`src/cpw_cfg.svh`:
```
// constants for the code memory panel writer
`ifndef CPW_CFG_SVH
`define CPW_CFG_SVH
`define CPW_PANELS          4
`define CPW_BUF_BYTES       8
`define CPW_PTR_W           22
`define CPW_CMD_CORE        4'h0
`define CPW_CMD_WRITE       4'hc
`define CPW_CMD_WRITE_INC   4'hd
`define CPW_CMD_START       4'hf
`define CPW_PROG_CTRL_ADDR  22'h3c_0006
`define CPW_PROG_CTRL_RST   8'h00
`define CPW_MULTI_BIT       6
`define CPW_MULTI_VALUE     8'h40
`define CPW_PTR_STEP        22'h00_0002
`define CPW_PANEL_LSB       13
`define CPW_PANEL_SIZE      22'h00_2000
`define CPW_HOLD_EDGE       2'h3
`endif

```
`src/cpw_pkg.sv`:
```
// types shared by the code memory panel writer
package cpw_pkg;
    typedef struct packed {
        logic [3:0]  code;
        logic [15:0] payload;
    } cpw_cmd_s;

    typedef struct packed {
        logic         active;
        logic         multi;
        logic [3:0]   panel_en;
        logic [12:0]  offset;
        logic [255:0] data;
    } cpw_prog_s;

    typedef enum logic [2:0] {
        ST_IDLE  = 3'b001,
        ST_ARMED = 3'b010,
        ST_PROG  = 3'b100
    } cpw_state_e;
endpackage

```
`src/cpw_edge_sync.sv`:
```
// serial clock synchroniser with edge detection
`timescale 1ns/100ps
module cpw_edge_sync (
    // clock and reset
    input  wire logic core_clk,
    input  wire logic reset_n,
    // pin side
    input  wire logic sclk_pin,
    // core side
    output logic      sclk_level,
    output logic      sclk_rise,
    output logic      sclk_fall
);
    logic meta_q;
    logic sync_q;
    logic last_q;

    always_ff @(posedge core_clk or negedge reset_n) begin
        if (!reset_n) begin
            meta_q <= 1'b0;
            sync_q <= 1'b0;
            last_q <= 1'b0;
        end else begin
            meta_q <= sclk_pin;
            sync_q <= meta_q;
            last_q <= sync_q;
        end
    end

    assign sclk_level = sync_q;
    assign sclk_rise  = sync_q & ~last_q;
    assign sclk_fall  = ~sync_q & last_q;
endmodule // cpw_edge_sync

```
`src/cpw_panel_writer.sv`:
```
// code memory panel write buffers and externally timed programming sequencer
// Behaviour
// - each of the four panels owns an eight-byte write buffer that is loaded before a write starts.
// - a write sequence programs each enabled panel from its own buffer contents.
// - in multi-panel mode all panels are programmed at once at the same in-panel offset.
// - writing 40h to the programming control register at 3C0006h turns multi-panel mode on.
// - no internal timer: command 1111 stores its two bytes and starts programming.
// - programming ends when the serial clock falls; the programmer then holds it low for the discharge time.
// - command 1101 stores two bytes low first at the pointer and adds 2; command 1100 stores without advancing.
// - with multi-panel mode off only the panel picked by the table pointer is enabled.
// - code memory needs code space select set and config space select clear in the nvm control register.
`timescale 1ns/100ps
`include "cpw_cfg.svh"
module cpw_panel_writer (
    // clock and reset
    input  wire logic              core_clk,
    input  wire logic              reset_n,
    // serial clock pin
    input  wire logic              sclk_pin,
    // decoded serial commands
    input  wire logic              cmd_valid,
    input  wire cpw_pkg::cpw_cmd_s cmd,
    // table pointer load from the core
    input  wire logic              ptr_load,
    input  wire logic [21:0]       ptr_value,
    // nvm control one bits from the core
    input  wire logic              code_space_select,
    input  wire logic              config_space_select,
    input  wire logic              write_enable_bit,
    // status
    output logic [21:0]            table_pointer,
    output logic [7:0]             programming_control,
    output logic [3:0]             buffer_full,
    // to the code memory array
    output cpw_pkg::cpw_prog_s     prog
);
    import cpw_pkg::*;

    function automatic logic [3:0] panel_onehot(input logic [1:0] idx);
        panel_onehot = 4'h1 << idx;
    endfunction

    logic       sclk_level;
    logic       sclk_rise;
    logic       sclk_fall;

    cpw_edge_sync u_sync (
        .core_clk   (core_clk),
        .reset_n    (reset_n),
        .sclk_pin   (sclk_pin),
        .sclk_level (sclk_level),
        .sclk_rise  (sclk_rise),
        .sclk_fall  (sclk_fall)
    );

    cpw_state_e  state_q, state_d;
    logic [1:0]  edges_q, edges_d;
    logic [21:0] ptr_q, ptr_d;
    logic [7:0]  ctrl_q, ctrl_d;
    logic [7:0]  buf_q [`CPW_PANELS][`CPW_BUF_BYTES];
    logic [7:0]  buf_d [`CPW_PANELS][`CPW_BUF_BYTES];
    logic [7:0]  mask_q [`CPW_PANELS];
    logic [7:0]  mask_d [`CPW_PANELS];
    logic [3:0]  en_q, en_d;
    logic [12:0] off_q, off_d;
    logic        multi_q, multi_d;

    logic        code_access;
    logic        cfg_access;
    logic        store;
    logic        ctrl_hit;
    logic [1:0]  panel;
    logic [2:0]  byte_idx;
    logic        multi_on;

    assign code_access = code_space_select & ~config_space_select;
    assign cfg_access  = config_space_select;
    assign panel       = ptr_q[`CPW_PANEL_LSB +: 2];
    assign byte_idx    = {ptr_q[2:1], 1'b0};
    assign multi_on    = ctrl_q[`CPW_MULTI_BIT];
    assign store       = cmd_valid && state_q == ST_IDLE &&
                         (cmd.code == `CPW_CMD_WRITE || cmd.code == `CPW_CMD_WRITE_INC ||
                          cmd.code == `CPW_CMD_START);
    assign ctrl_hit    = ptr_q == `CPW_PROG_CTRL_ADDR;

    // pointer, control register and buffers
    always_comb begin
        ptr_d  = ptr_q;
        ctrl_d = ctrl_q;
        buf_d  = buf_q;
        mask_d = mask_q;
        if (ptr_load && state_q == ST_IDLE) begin
            ptr_d = ptr_value;
        end else if (store && cfg_access) begin
            if (ctrl_hit) begin
                ctrl_d = cmd.payload[7:0];
            end
        end else if (store && code_access) begin
            buf_d[panel][byte_idx]        = cmd.payload[7:0];
            buf_d[panel][byte_idx + 3'd1] = cmd.payload[15:8];
            mask_d[panel][byte_idx]        = 1'b1;
            mask_d[panel][byte_idx + 3'd1] = 1'b1;
            if (cmd.code == `CPW_CMD_WRITE_INC) begin
                ptr_d = ptr_q + `CPW_PTR_STEP;
            end
        end
        // every panel's buffer is spent once programming ends, whether or not the array took it
        if (state_q == ST_PROG && sclk_fall) begin
            for (int p = 0; p < `CPW_PANELS; p++) begin
                mask_d[p] = 8'h00;
            end
        end
    end

    always_ff @(posedge core_clk or negedge reset_n) begin
        if (!reset_n) begin
            ptr_q  <= '0;
            ctrl_q <= `CPW_PROG_CTRL_RST;
            for (int p = 0; p < `CPW_PANELS; p++) begin
                mask_q[p] <= 8'h00;
                for (int b = 0; b < `CPW_BUF_BYTES; b++) begin
                    buf_q[p][b] <= 8'h00;
                end
            end
        end else begin
            ptr_q  <= ptr_d;
            ctrl_q <= ctrl_d;
            buf_q  <= buf_d;
            mask_q <= mask_d;
        end
    end

    // sequencer: the programmer's serial clock is the only timer
    always_comb begin
        state_d = state_q;
        edges_d = edges_q;
        en_d    = en_q;
        off_d   = off_q;
        multi_d = multi_q;
        unique case (state_q)
            ST_IDLE: begin
                edges_d = 2'h0;
                if (store && code_access && write_enable_bit && cmd.code == `CPW_CMD_START) begin
                    state_d = ST_ARMED;
                    off_d   = {ptr_q[12:3], 3'b000};
                    multi_d = multi_on;
                    en_d    = multi_on ? 4'hf : panel_onehot(panel);
                end
            end
            ST_ARMED: begin
                if (sclk_rise) begin
                    edges_d = edges_q + 2'h1;
                    if (edges_q == `CPW_HOLD_EDGE) begin
                        state_d = ST_PROG;
                    end
                end
            end
            ST_PROG: begin
                if (sclk_fall) begin
                    state_d = ST_IDLE;
                    en_d    = 4'h0;
                end
            end
            default: begin
                state_d = ST_IDLE;
            end
        endcase
    end

    always_ff @(posedge core_clk or negedge reset_n) begin
        if (!reset_n) begin
            state_q <= ST_IDLE;
            edges_q <= 2'h0;
            en_q    <= 4'h0;
            off_q   <= 13'h0000;
            multi_q <= 1'b0;
        end else begin
            state_q <= state_d;
            edges_q <= edges_d;
            en_q    <= en_d;
            off_q   <= off_d;
            multi_q <= multi_d;
        end
    end

    // outputs
    always_comb begin
        prog.active   = state_q == ST_PROG;
        prog.multi    = multi_q;
        prog.panel_en = state_q == ST_PROG ? en_q : 4'h0;
        prog.offset   = off_q;
        for (int p = 0; p < `CPW_PANELS; p++) begin
            for (int b = 0; b < `CPW_BUF_BYTES; b++) begin
                prog.data[p*64 + b*8 +: 8] = buf_q[p][b];
            end
        end
    end

    assign table_pointer       = ptr_q;
    assign programming_control = ctrl_q;
    always_comb begin
        for (int p = 0; p < `CPW_PANELS; p++) begin
            buffer_full[p] = &mask_q[p];
        end
    end

    a_start_arms: assert property (@(posedge core_clk) disable iff (!reset_n)
        store && code_access && write_enable_bit && cmd.code == `CPW_CMD_START |=> state_q == ST_ARMED)
        else $error("start command did not arm programming");

    a_fourth_edge: assert property (@(posedge core_clk) disable iff (!reset_n)
        state_q == ST_ARMED && sclk_rise && edges_q == 2'h3 |=> prog.active)
        else $error("programming not begun on fourth serial clock");

    a_early_edges: assert property (@(posedge core_clk) disable iff (!reset_n)
        state_q == ST_ARMED && edges_q != 2'h3 |=> !prog.active)
        else $error("programming begun before fourth serial clock");

    a_fall_ends: assert property (@(posedge core_clk) disable iff (!reset_n)
        prog.active && sclk_fall |=> !prog.active && buffer_full == 4'h0)
        else $error("programming not ended on serial clock fall");

    a_ptr_advance: assert property (@(posedge core_clk) disable iff (!reset_n)
        store && code_access && !ptr_load && cmd.code == `CPW_CMD_WRITE_INC
        |=> table_pointer == $past(table_pointer) + 22'h00_0002)
        else $error("pointer did not advance by two");

    a_ptr_stays: assert property (@(posedge core_clk) disable iff (!reset_n)
        store && !ptr_load && cmd.code == `CPW_CMD_WRITE |=> $stable(table_pointer))
        else $error("pointer moved on non-advancing write");

    a_low_byte: assert property (@(posedge core_clk) disable iff (!reset_n)
        store && code_access && !ptr_load
        |=> buf_q[$past(panel)][$past(byte_idx)] == $past(cmd.payload[7:0]))
        else $error("low byte not stored at pointer");

    a_ctrl_write: assert property (@(posedge core_clk) disable iff (!reset_n)
        store && cfg_access && ctrl_hit && !ptr_load |=> programming_control == $past(cmd.payload[7:0]))
        else $error("programming control register not written");

    a_multi_all: assert property (@(posedge core_clk) disable iff (!reset_n)
        prog.active && prog.multi |-> prog.panel_en == 4'hf)
        else $error("multi-panel write missing a panel");

    a_single_one: assert property (@(posedge core_clk) disable iff (!reset_n)
        prog.active && !prog.multi |-> $onehot(prog.panel_en))
        else $error("single panel write enabled several panels");

    // programming may only stand while the held clock is still high or just falling
    a_clock_held: assert property (@(posedge core_clk) disable iff (!reset_n)
        prog.active |-> sclk_level || sclk_fall)
        else $error("programming active with serial clock low");

    a_cfg_guard: assert property (@(posedge core_clk) disable iff (!reset_n)
        store && !code_access |=> state_q != ST_ARMED && $stable(buffer_full))
        else $error("code memory touched without code space access");
endmodule // cpw_panel_writer

```
`config.mk`:
```
export PLATFORM = sky130hd
export DESIGN_NAME = cpw_panel_writer
export DESIGN_NICKNAME = d
export VERILOG_FILES = /design/src/cpw_pkg.sv /design/src/cpw_edge_sync.sv /design/src/cpw_panel_writer.sv
export VERILOG_INCLUDE_DIRS = /design/src /design/src/src
export SDC_FILE = /design/constraint.sdc
export NUM_CORES = 1
export LEC_CHECK = 0
export ABC_AREA = 1
export BUFFER_PORTS_ARGS = -buffer_cell sky130_fd_sc_hd__clkbuf_2
export CAP_MARGIN = 0
export CORE_MARGIN = 2
export CORE_UTILIZATION = 58
export CTS_CLUSTER_DIAMETER = 200
export CTS_CLUSTER_SIZE = 20
export DETAILED_ROUTE_END_ITERATION = 10
export GPL_TIMING_DRIVEN = 0
export PLACE_DENSITY = 0.92
export SLEW_MARGIN = 5
export SYNTH_ARGS = -nofsm -noshare
export SYNTH_HDL_FRONTEND = slang
export SYNTH_HIERARCHICAL = 1
export SYNTH_SLANG_ARGS = --single-unit
```
`constraint.sdc`:
```
create_clock -name core_clk -period 4 [get_ports core_clk]
set_input_delay 0.8 -clock core_clk [delete_from_list [all_inputs] [get_ports core_clk]]
set_output_delay 0.8 -clock core_clk [all_outputs]
set_load 0.05 [all_outputs]
```
==> flow_summary.json, run 1 <==
{
  "r2r_start": "state_q[0]",
  "cts_root_buffer": "clkbuf_16",
  "p_leak_nw": 9.328,
  "numCtsBuffers": 21,
  "num-nets-final": 2103,
  "drc": 0,
  "cts.clk_slew.worst_paths_ps": 90,
  "synth_top_area_share_pct": 59.02,
  "gr-total-overflow": 0,
  "setup_viol": 0,
  "period_needed_ps": 2923,
  "initial_core_util_pct": 59.11,
  "worstPathMaxFanout": 8,
  "place_inst": 2349,
  "antenna_found_initial": 0,
  "ys.flop_type": "dfrtp_1",
  "synth_top_area_cell": "dfrtp_1",
  "grt_pass1_wl_um": 67840,
  "grt_pass1_vias": 12483,
  "clock_skew_ps": 27.10,
  "design_area_um2": 17250,
  "ir_drop_v": 0.0003542,
  "hpwlAfterDp_um": 31630,
  "cts_tree": "built",
  "final_cells": 2382,
  "syn_to_final_growth_pct": 19.65,
  "fin_tns_setup_ps": 0,
  "cts.path.max_buffers": 3,
  "crit_arrival_ps": 2120,
  "grt_usage_pct": 33.50,
  "die_x_um": 161.7,
  "core.rowCount": 57,
  "power.density_nw_per_um2": 400.2,
  "gp_congestion": 0.9269,
  "whs_ps": 156.5,
  "postCtsSetupRepairBufs": 0,
  "yosys.cell_types.count": 34,
  "synthTopCellsByArea": "dfrtp_1 59%, nand2_1 11%, o21ai_0 9.3%",
  "die_h_um": 161.7,
  "hold_class": "input port to async pin",
  "rsz0062_at_grt": "false",
  "vias_per_cell": 5.414,
  "drive_gt1_share_pct": 21.67,
  "synth_area_um2": 14420,
  "cp.required_ps": 3200,
  "diodes": 0,
  "synth_seq_cells": 341,
  "first_pass_iters": 6,
  "crit_start": "state_q[1]",
  "critPathLaunchType": "flop",
  "synth_edf_count": 0,
  "io-pin-count": 359,
  "syn_area_per_cell_um2": 8.617,
  "vias": 12896,
  "synth-seq-area-share_pct": 59.20,
  "end_kind": "primary output",
  "clkSinkCount": 341,
  "tightest_slew_ps": 753.5,
  "syn_inst": 1673,
  "worstSetupPathType": "flop to primary output",
  "core_um2": 24390,
  "hold_buffers": 0,
  "placed_area_um2": 16660,
  "min_period_over_period_pct": 73.08,
  "wl_per_cell_um": 18.39,
  "cap_violations": 0,
  "drt-total-wl_um": 43820,
  "hold_viol_final": 0,
  "async_reset_ff_share_pct": 100.0,
  "grt_max_degree": 112,
  "dieArea_um2": 26130,
  "clk_latency_ps": 530,
  "detail_route.iter0.violations": 1433,
  "htree_levels": 1,
  "postCtsResizedCells": 0,
  "ant_nets": 0,
  "status": "completed",
  "port_buffers": 347,
  "slew_headroom_pct": 49.77,
  "report.final.slew_viol_count": 0,
  "timing.fmax_ghz": 0.3421,
  "yosys_warnings": 6,
  "fin_util_pct": 70.72
}
cell usage in the layout (no fill, tap or decap), types with 3 or more instances in the layout:
master and n:
nand4_1 24, ha_1 5, a21oi_1 39, buf_4 7, buf_16 3, clkbuf_2 346
inv_2 3, xor2_1 3, nand2_1 404, conb_1 3, clkbuf_16 21, nor2_1 63
dfrtp_1 340, o21ai_1 26, inv_1 355, o211ai_1 5, nand3_1 33, buf_6 7
nand3b_1 3, o21ai_0 269, nor3_1 5, nand2_4 8, buf_2 36, clkbuf_1 31
worst max-delay path, stage by stage (launching register included):
cell and delay, ps:
dfrtp_1 400, nor3_1 480, inv_1 250, nor2_1 170, clkbuf_2 300
cell usage after synthesis, types with 7 or more instances:
library cell and n:
clkbuf_1 21, buf_2 36, nand2_1 404, inv_1 355, buf_4 7, a21oi_1 39
nand2_4 8, nand3_1 33, o21ai_0 269, nor2_1 63, dfrtp_1 340, nand4_1 24
buf_6 7, o21ai_1 26
cells by family (layout without fill, tap and decap cells):
logic type	count (synthesis)	in the layout	synth area share (%)
simple gates	551	551	16.01
buf+inv	431	814	12.19
compound gates	341	341	11.95
flops	341	341	59.20
fa+ha+maj	5	5	0.4340
xor+xnor	3	3	0.1823
other cells	1	3	0.02601
final cells by class:
type / instances / area [um2]
clock buffer: 31 / 563.0
inverter: 358 / 1344
sequential: 341 / 8534
multi-input combinational: 903 / 4131
tap: 324 / 405.4
fill: 1850 / 7142
timing repair buffer: 350 / 1828
buffer: 73 / 414.1
clock inverter: 2 / 28.78
through the flow:
stage	total power (W)	setup slack, ps
CTS	0.006917	1078
finish	0.006903	1077
detailed placement	0.004821	1274
floorplan	0.004436	485.4
global placement	0.004781	-4899
global route	0.007150	888.7
flip-flops by register name, indices dropped and copies added (netlist names):
name,flops
edges_q,2
en_q,4
mask_q,32
multi_q,1
off_q,10
prog,256
programming_control,8
state_q,3
table_pointer,22
u_sync/last_q,1
u_sync/meta_q,1
u_sync/sclk_level,1
where the power goes:
group,total [W],internal (W),leakage [nW],switching [W]
logic,0.00107,0.000222,5.18,0.000846
clock network,0.00214,0.000993,0.285,0.00114
registers,0.00370,0.00358,3.87,0.000122
worst paths after layout:
path	cells after the start	slack (ps)	to
worst min-delay path	1	160	table_pointer[9]
max in group asynchronous	3	2570	prog[80]
worst max-delay path	4	1080	prog[270]
worst min register to register	0	360	u_sync/sclk_level
min in group core_clk	0	360	u_sync/sclk_level
worst max register to register	8	1400	prog[135]
per-layer routing:
layer / track usage [%] / up-vias / wire, um
met1: 42.86 / 6182 / 16450
met4: 14.32 / 0 / 2236
met3: 7.176 / 164 / 4370
met2: 55.91 / 710 / 20760
met5: 0 / - / 0
li1: - / 5840 / -
Note: power is estimated with default switching activity, not from simulation.
==> inputs of run 2 (changes only) <==
CORE_UTILIZATION = 53   (was 58)
PLACE_DENSITY = 0.86   (was 0.92)
clock period = 2.7 ns   (was 4 ns; I/O delays follow)
==> flow_summary.json, run 2 (synthesized netlist as in run 1, its figures left out) <==
{
  "status": "complete, but fails checks",
  "failed_checks": "hold timing",
  "hold_buffers": 0,
  "p_sw_w": 0.003128,
  "p_int_w": 0.007075,
  "critPathLaunchType": "flop",
  "postCtsResizedCells": 0,
  "cp.required_ps": 3070,
  "die_x_um": 168.9,
  "p_seq_share_pct": 53.7,
  "tightest_slew_ps": 671.3,
  "final_common_cell": "nand2_1",
  "cts.clk_slew.worst_paths_ps": 90,
  "vias": 12759,
  "clk_latency_ps": 530,
  "hpwlAfterDp_um": 31870,
  "htree_levels": 1,
  "hold_class": "input port to async pin",
  "diodes": 0,
  "core_um2": 26800,
  "core.rowCount": 60,
  "period_needed_ps": 2569,
  "layout_common_cells": "404 x nand2_1, 355 x inv_1, 346 x clkbuf_2, 340 x dfrtp_1, 269 x o21ai_0",
  "largest_reg_flops": 256,
  "drive_gt1_share_pct": 21.71,
  "cts_root_buffer": "clkbuf_16",
  "whs_ps": -6.415,
  "p_clk_share_pct": 30.8,
  "syn_to_final_growth_pct": 19.69,
  "initial_core_util_pct": 53.79,
  "design_area_um2": 17260,
  "grt_usage_pct": 30.69,
  "rsz0062_at_grt": "false",
  "dieArea_um2": 28540,
  "reg2reg_slack_ps": 130,
  "placed_area_um2": 16680,
  "slew_headroom_pct": 55.25,
  "grt_pass1_wl_um": 67680,
  "p_sw_share_pct": 30.66,
  "numCtsBuffers": 21,
  "comb_power_share_pct": 15.5,
  "fillCellCount": 2202,
  "grt_pass1_vias": 12240,
  "clock_skew_ps": 24.90,
  "first_pass_iters": 5,
  "report.final.slew_viol_count": 0,
  "worstSetupPathType": "flop to flop",
  "num-nets-final": 2103,
  "port_buffers": 347,
  "cap_violations": 0,
  "io-pin-count": 359,
  "power.density_nw_per_um2": 591.3,
  "detail_route.iter0.violations": 1252,
  "cts.path.max_buffers": 3,
  "ir_drop_v": 0.0005271,
  "min_period_over_period_pct": 95.15,
  "seq_area_um2": 8534,
  "worstPathMaxFanout": 10,
  "end_kind": "flop",
  "clkSinkCount": 341,
  "grt_max_degree": 112,
  "hold_viol_final": 2,
  "postCtsSetupRepairBufs": 0,
  "gr-total-overflow": 0,
  "power_w": 0.01020,
  "drt-total-wl_um": 44220,
  "place_inst": 2366,
  "final_cells": 2395,
  "wl_per_cell_um": 18.46,
  "vias_per_cell": 5.327,
  "p_leak_nw": 9.320,
  "cts_tree": "built",
  "multi_input_area_um2": 4136,
  "ant_nets": 0,
  "gp_congestion": 0.9542,
  "crit_arrival_ps": 2940,
  "setup_viol": 0,
  "timing.fmax_ghz": 0.3892,
  "die_h_um": 168.9,
  "antenna_found_initial": 0,
  "drc": 0
}
## run 2: worst max-delay path, cell delays in order, from the launching register on
cell and delay, ps:
dfstp_2 570, nand3_2 170, inv_2 130, nand2_2 140
inv_2 240, nor2_4 120, nand3_1 300, clkbuf_1 570
o21ai_0 180
## run 2: through the flow
step	TNS, ps	utilization [%]	worst slack (ps)
2_1_floorplan	0	-	36.40
3_3_place_gp	-2041920	61.91	-6026
3_5_place_dp	0	62.25	245.6
4_1_cts	0	64.38	219.0
5_1_grt	0	64.38	31.38
6_report	0	64.38	130.8
## run 2: worst paths after layout
path,from,endpoint,cells after the start
worst max-delay path,state_q[0],prog[138],8
worst min-delay path,reset_n,prog[18],1
worst max register to register,state_q[0],prog[138],8
worst min register to register,u_sync/meta_q,u_sync/sclk_level,0
max in group asynchronous,reset_n,table_pointer[17],2
min in group core_clk,sclk_pin,u_sync/meta_q,1
## run 2: routing by layer
metal | global-route usage [%] | share of wire [%] | vias to the layer above
met5 | 0 | 0 | -
met4 | 10.08 | 3.8 | 0
met3 | 6.383 | 9.3 | 106
met2 | 52.08 | 48 | 679
met1 | 39.61 | 39 | 6133
li1 | - | - | 5841
## run 2: cell type report
class                           count  share of cell area [%]
Buffer                             73                   2.400
Clock buffer                       28                   3.198
Clock inverter                      1                  0.1160
Inverter                          358                   7.788
Multi-Input combinational cell    903                   23.97
Sequential cell                   341                   49.46
Tap cell                          341                   2.473
Timing Repair Buffer              350                   10.59
## run 2: power groups by stage
| stage | Sequential (W) | Combinational, W | Clock (W) |
|---|---|---|---|
| 4_1_cts | 0.00547 | 0.00158 | 0.00318 |
| 3_5_place_dp | 0.00557 | 0.00157 | 0 |
| 3_3_place_gp | 0.00556 | 0.00152 | 0 |
| 2_1_floorplan | 0.00614 | 0.000432 | 0 |
| 5_1_grt | 0.00550 | 0.00169 | 0.00336 |
| 6_report | 0.00548 | 0.00158 | 0.00315 |
==> inputs of run 3 (changes only) <==
RECOVER_POWER = 100   (was not set)
==> flow_summary.json, run 3 (synthesized netlist as in run 1, its figures left out) <==
{
  "wl_per_cell_um": 18.57,
  "min_period_over_period_pct": 94.15,
  "num-nets-final": 2103,
  "placed_area_um2": 16680,
  "r2r_start": "state_q[0]",
  "ir_drop_v": 0.0005243,
  "antenna_found_initial": 1,
  "hold_viol_final": 0,
  "drc": 0,
  "htree_levels": 1,
  "vias": 12807,
  "pre_cts_ws_ps": 245.6,
  "core_um2": 26800,
  "rsz0062_at_grt": "false",
  "cts_root_buffer": "clkbuf_16",
  "status": "complete, but fails checks",
  "hold_buffers": 0,
  "clk_latency_ps": 530,
  "port_buffers": 347,
  "end_kind": "flop",
  "numCtsBuffers": 21,
  "hold_start": "sclk_pin",
  "period_needed_ps": 2542,
  "p_leak_nw": 8.296,
  "die_h_um": 168.9,
  "place_inst": 2366,
  "worstSetupPathType": "flop to flop",
  "hold_class": "input port to flop",
  "grt_usage_pct": 30.69,
  "design_area_um2": 16760,
  "detail_route.iter0.violations": 1235,
  "cts_tree": "built",
  "cap_violations": 1,
  "crit_start": "state_q[0]",
  "power_w": 0.01015,
  "first_pass_iters": 6,
  "crit_arrival_ps": 2900,
  "slew_headroom_pct": -1.980,
  "postCtsSetupRepairBufs": 0,
  "failed_checks": "capacitance limit, slew limit",
  "gp_congestion": 0.9542,
  "grt_pass1_vias": 12240,
  "power.density_nw_per_um2": 605.6,
  "grt_max_degree": 112,
  "grt_pass1_wl_um": 67680,
  "vias_per_cell": 5.347,
  "setup_viol": 0,
  "critPathLaunchType": "flop",
  "fin_tns_setup_ps": 0,
  "report.final.slew_viol_count": 56,
  "cts.path.max_buffers": 3,
  "die_x_um": 168.9,
  "setup_ws_ps": 158.0,
  "worstPathMaxFanout": 10,
  "fillCellCount": 2418,
  "drive_gt1_share_pct": 5.696,
  "timing.fmax_ghz": 0.3934,
  "drt-total-wl_um": 44480,
  "tightest_slew_ps": 1530,
  "layout_common_cells": "409 x nand2_1, 357 x inv_1, 347 x clkbuf_1, 340 x dfrtp_1, 279 x o21ai_0",
  "gr-total-overflow": 0,
  "syn_to_final_growth_pct": 16.23,
  "clkSinkCount": 341,
  "clock_skew_ps": 25.69,
  "final_cells": 2395,
  "ant_nets": 0,
  "postCtsResizedCells": 0,
  "diodes": 0,
  "hpwlAfterDp_um": 31870,
  "dieArea_um2": 28540,
  "io-pin-count": 359,
  "initial_core_util_pct": 53.79,
  "largest_reg_flops": 256,
  "cp.required_ps": 3060,
  "core.rowCount": 60,
  "cts.clk_slew.worst_paths_ps": 90,
  "final_common_cell": "nand2_1"
}
[run 3: cell count changes in the layout (fill, tap and decap cells not counted), sizes merged]
cell,before,now
buf,55,33
clkbuf,396,418
[run 3: layout make-up]
type / instances / area (um2) / area share [%]
plain buffers: 73 / 380.4 / 2.270
clock buffers: 28 / 551.8 / 3.293
repair buffers: 350 / 1425 / 8.505
inverters: 358 / 1344 / 8.020
well taps: 341 / 426.7 / 2.546
multi-input cells: 903 / 4074 / 24.31
flip-flops and latches: 341 / 8534 / 50.93
clock inverters: 1 / 20.02 / 0.1195
[run 3: critical path, cell delays in order, from the launching register on]
cell,delay (ps)
dfstp_2,570
nand3_2,140
inv_1,150
nand2_2,150
inv_2,230
nor2_4,120
nand3_1,270
clkbuf_1,550
o21ai_0,200
[run 3: path summary, 6_finish.rpt]
check	end	slack, ps	cells after the start
max	prog[16]	160	8
min	u_sync/meta_q	100	1
max reg2reg	prog[16]	160	8
min reg2reg	u_sync/last_q	420	0
max in group asynchronous	table_pointer[17]	580	2
min in group asynchronous	prog[18]	390	1
[run 3: per-layer routing]
metal  routed length [um]  up-vias  global-route usage (%)
met5                   13        -                       0
met4                 1682        2                   10.08
met3                 4190      119                   6.383
met2                21360      697                   52.08
met1                17230     6141                   39.61
li1                     -     5848                       -
[run 3: report_power, final]
part,total (W),internal (W),switching [W]
Sequential,0.00547,0.00530,0.000176
Clock,0.00315,0.00145,0.00170
Combinational,0.00152,0.000280,0.00124
[run 3: metrics by stage]
step	hold slack [ps]	utilization (%)
after global routing	94.18	62.52
after global placement	384.5	61.91
after CTS	1.246	64.38
final	104.9	62.52
after detailed placement	392.4	62.25
after floorplan	244.4	-
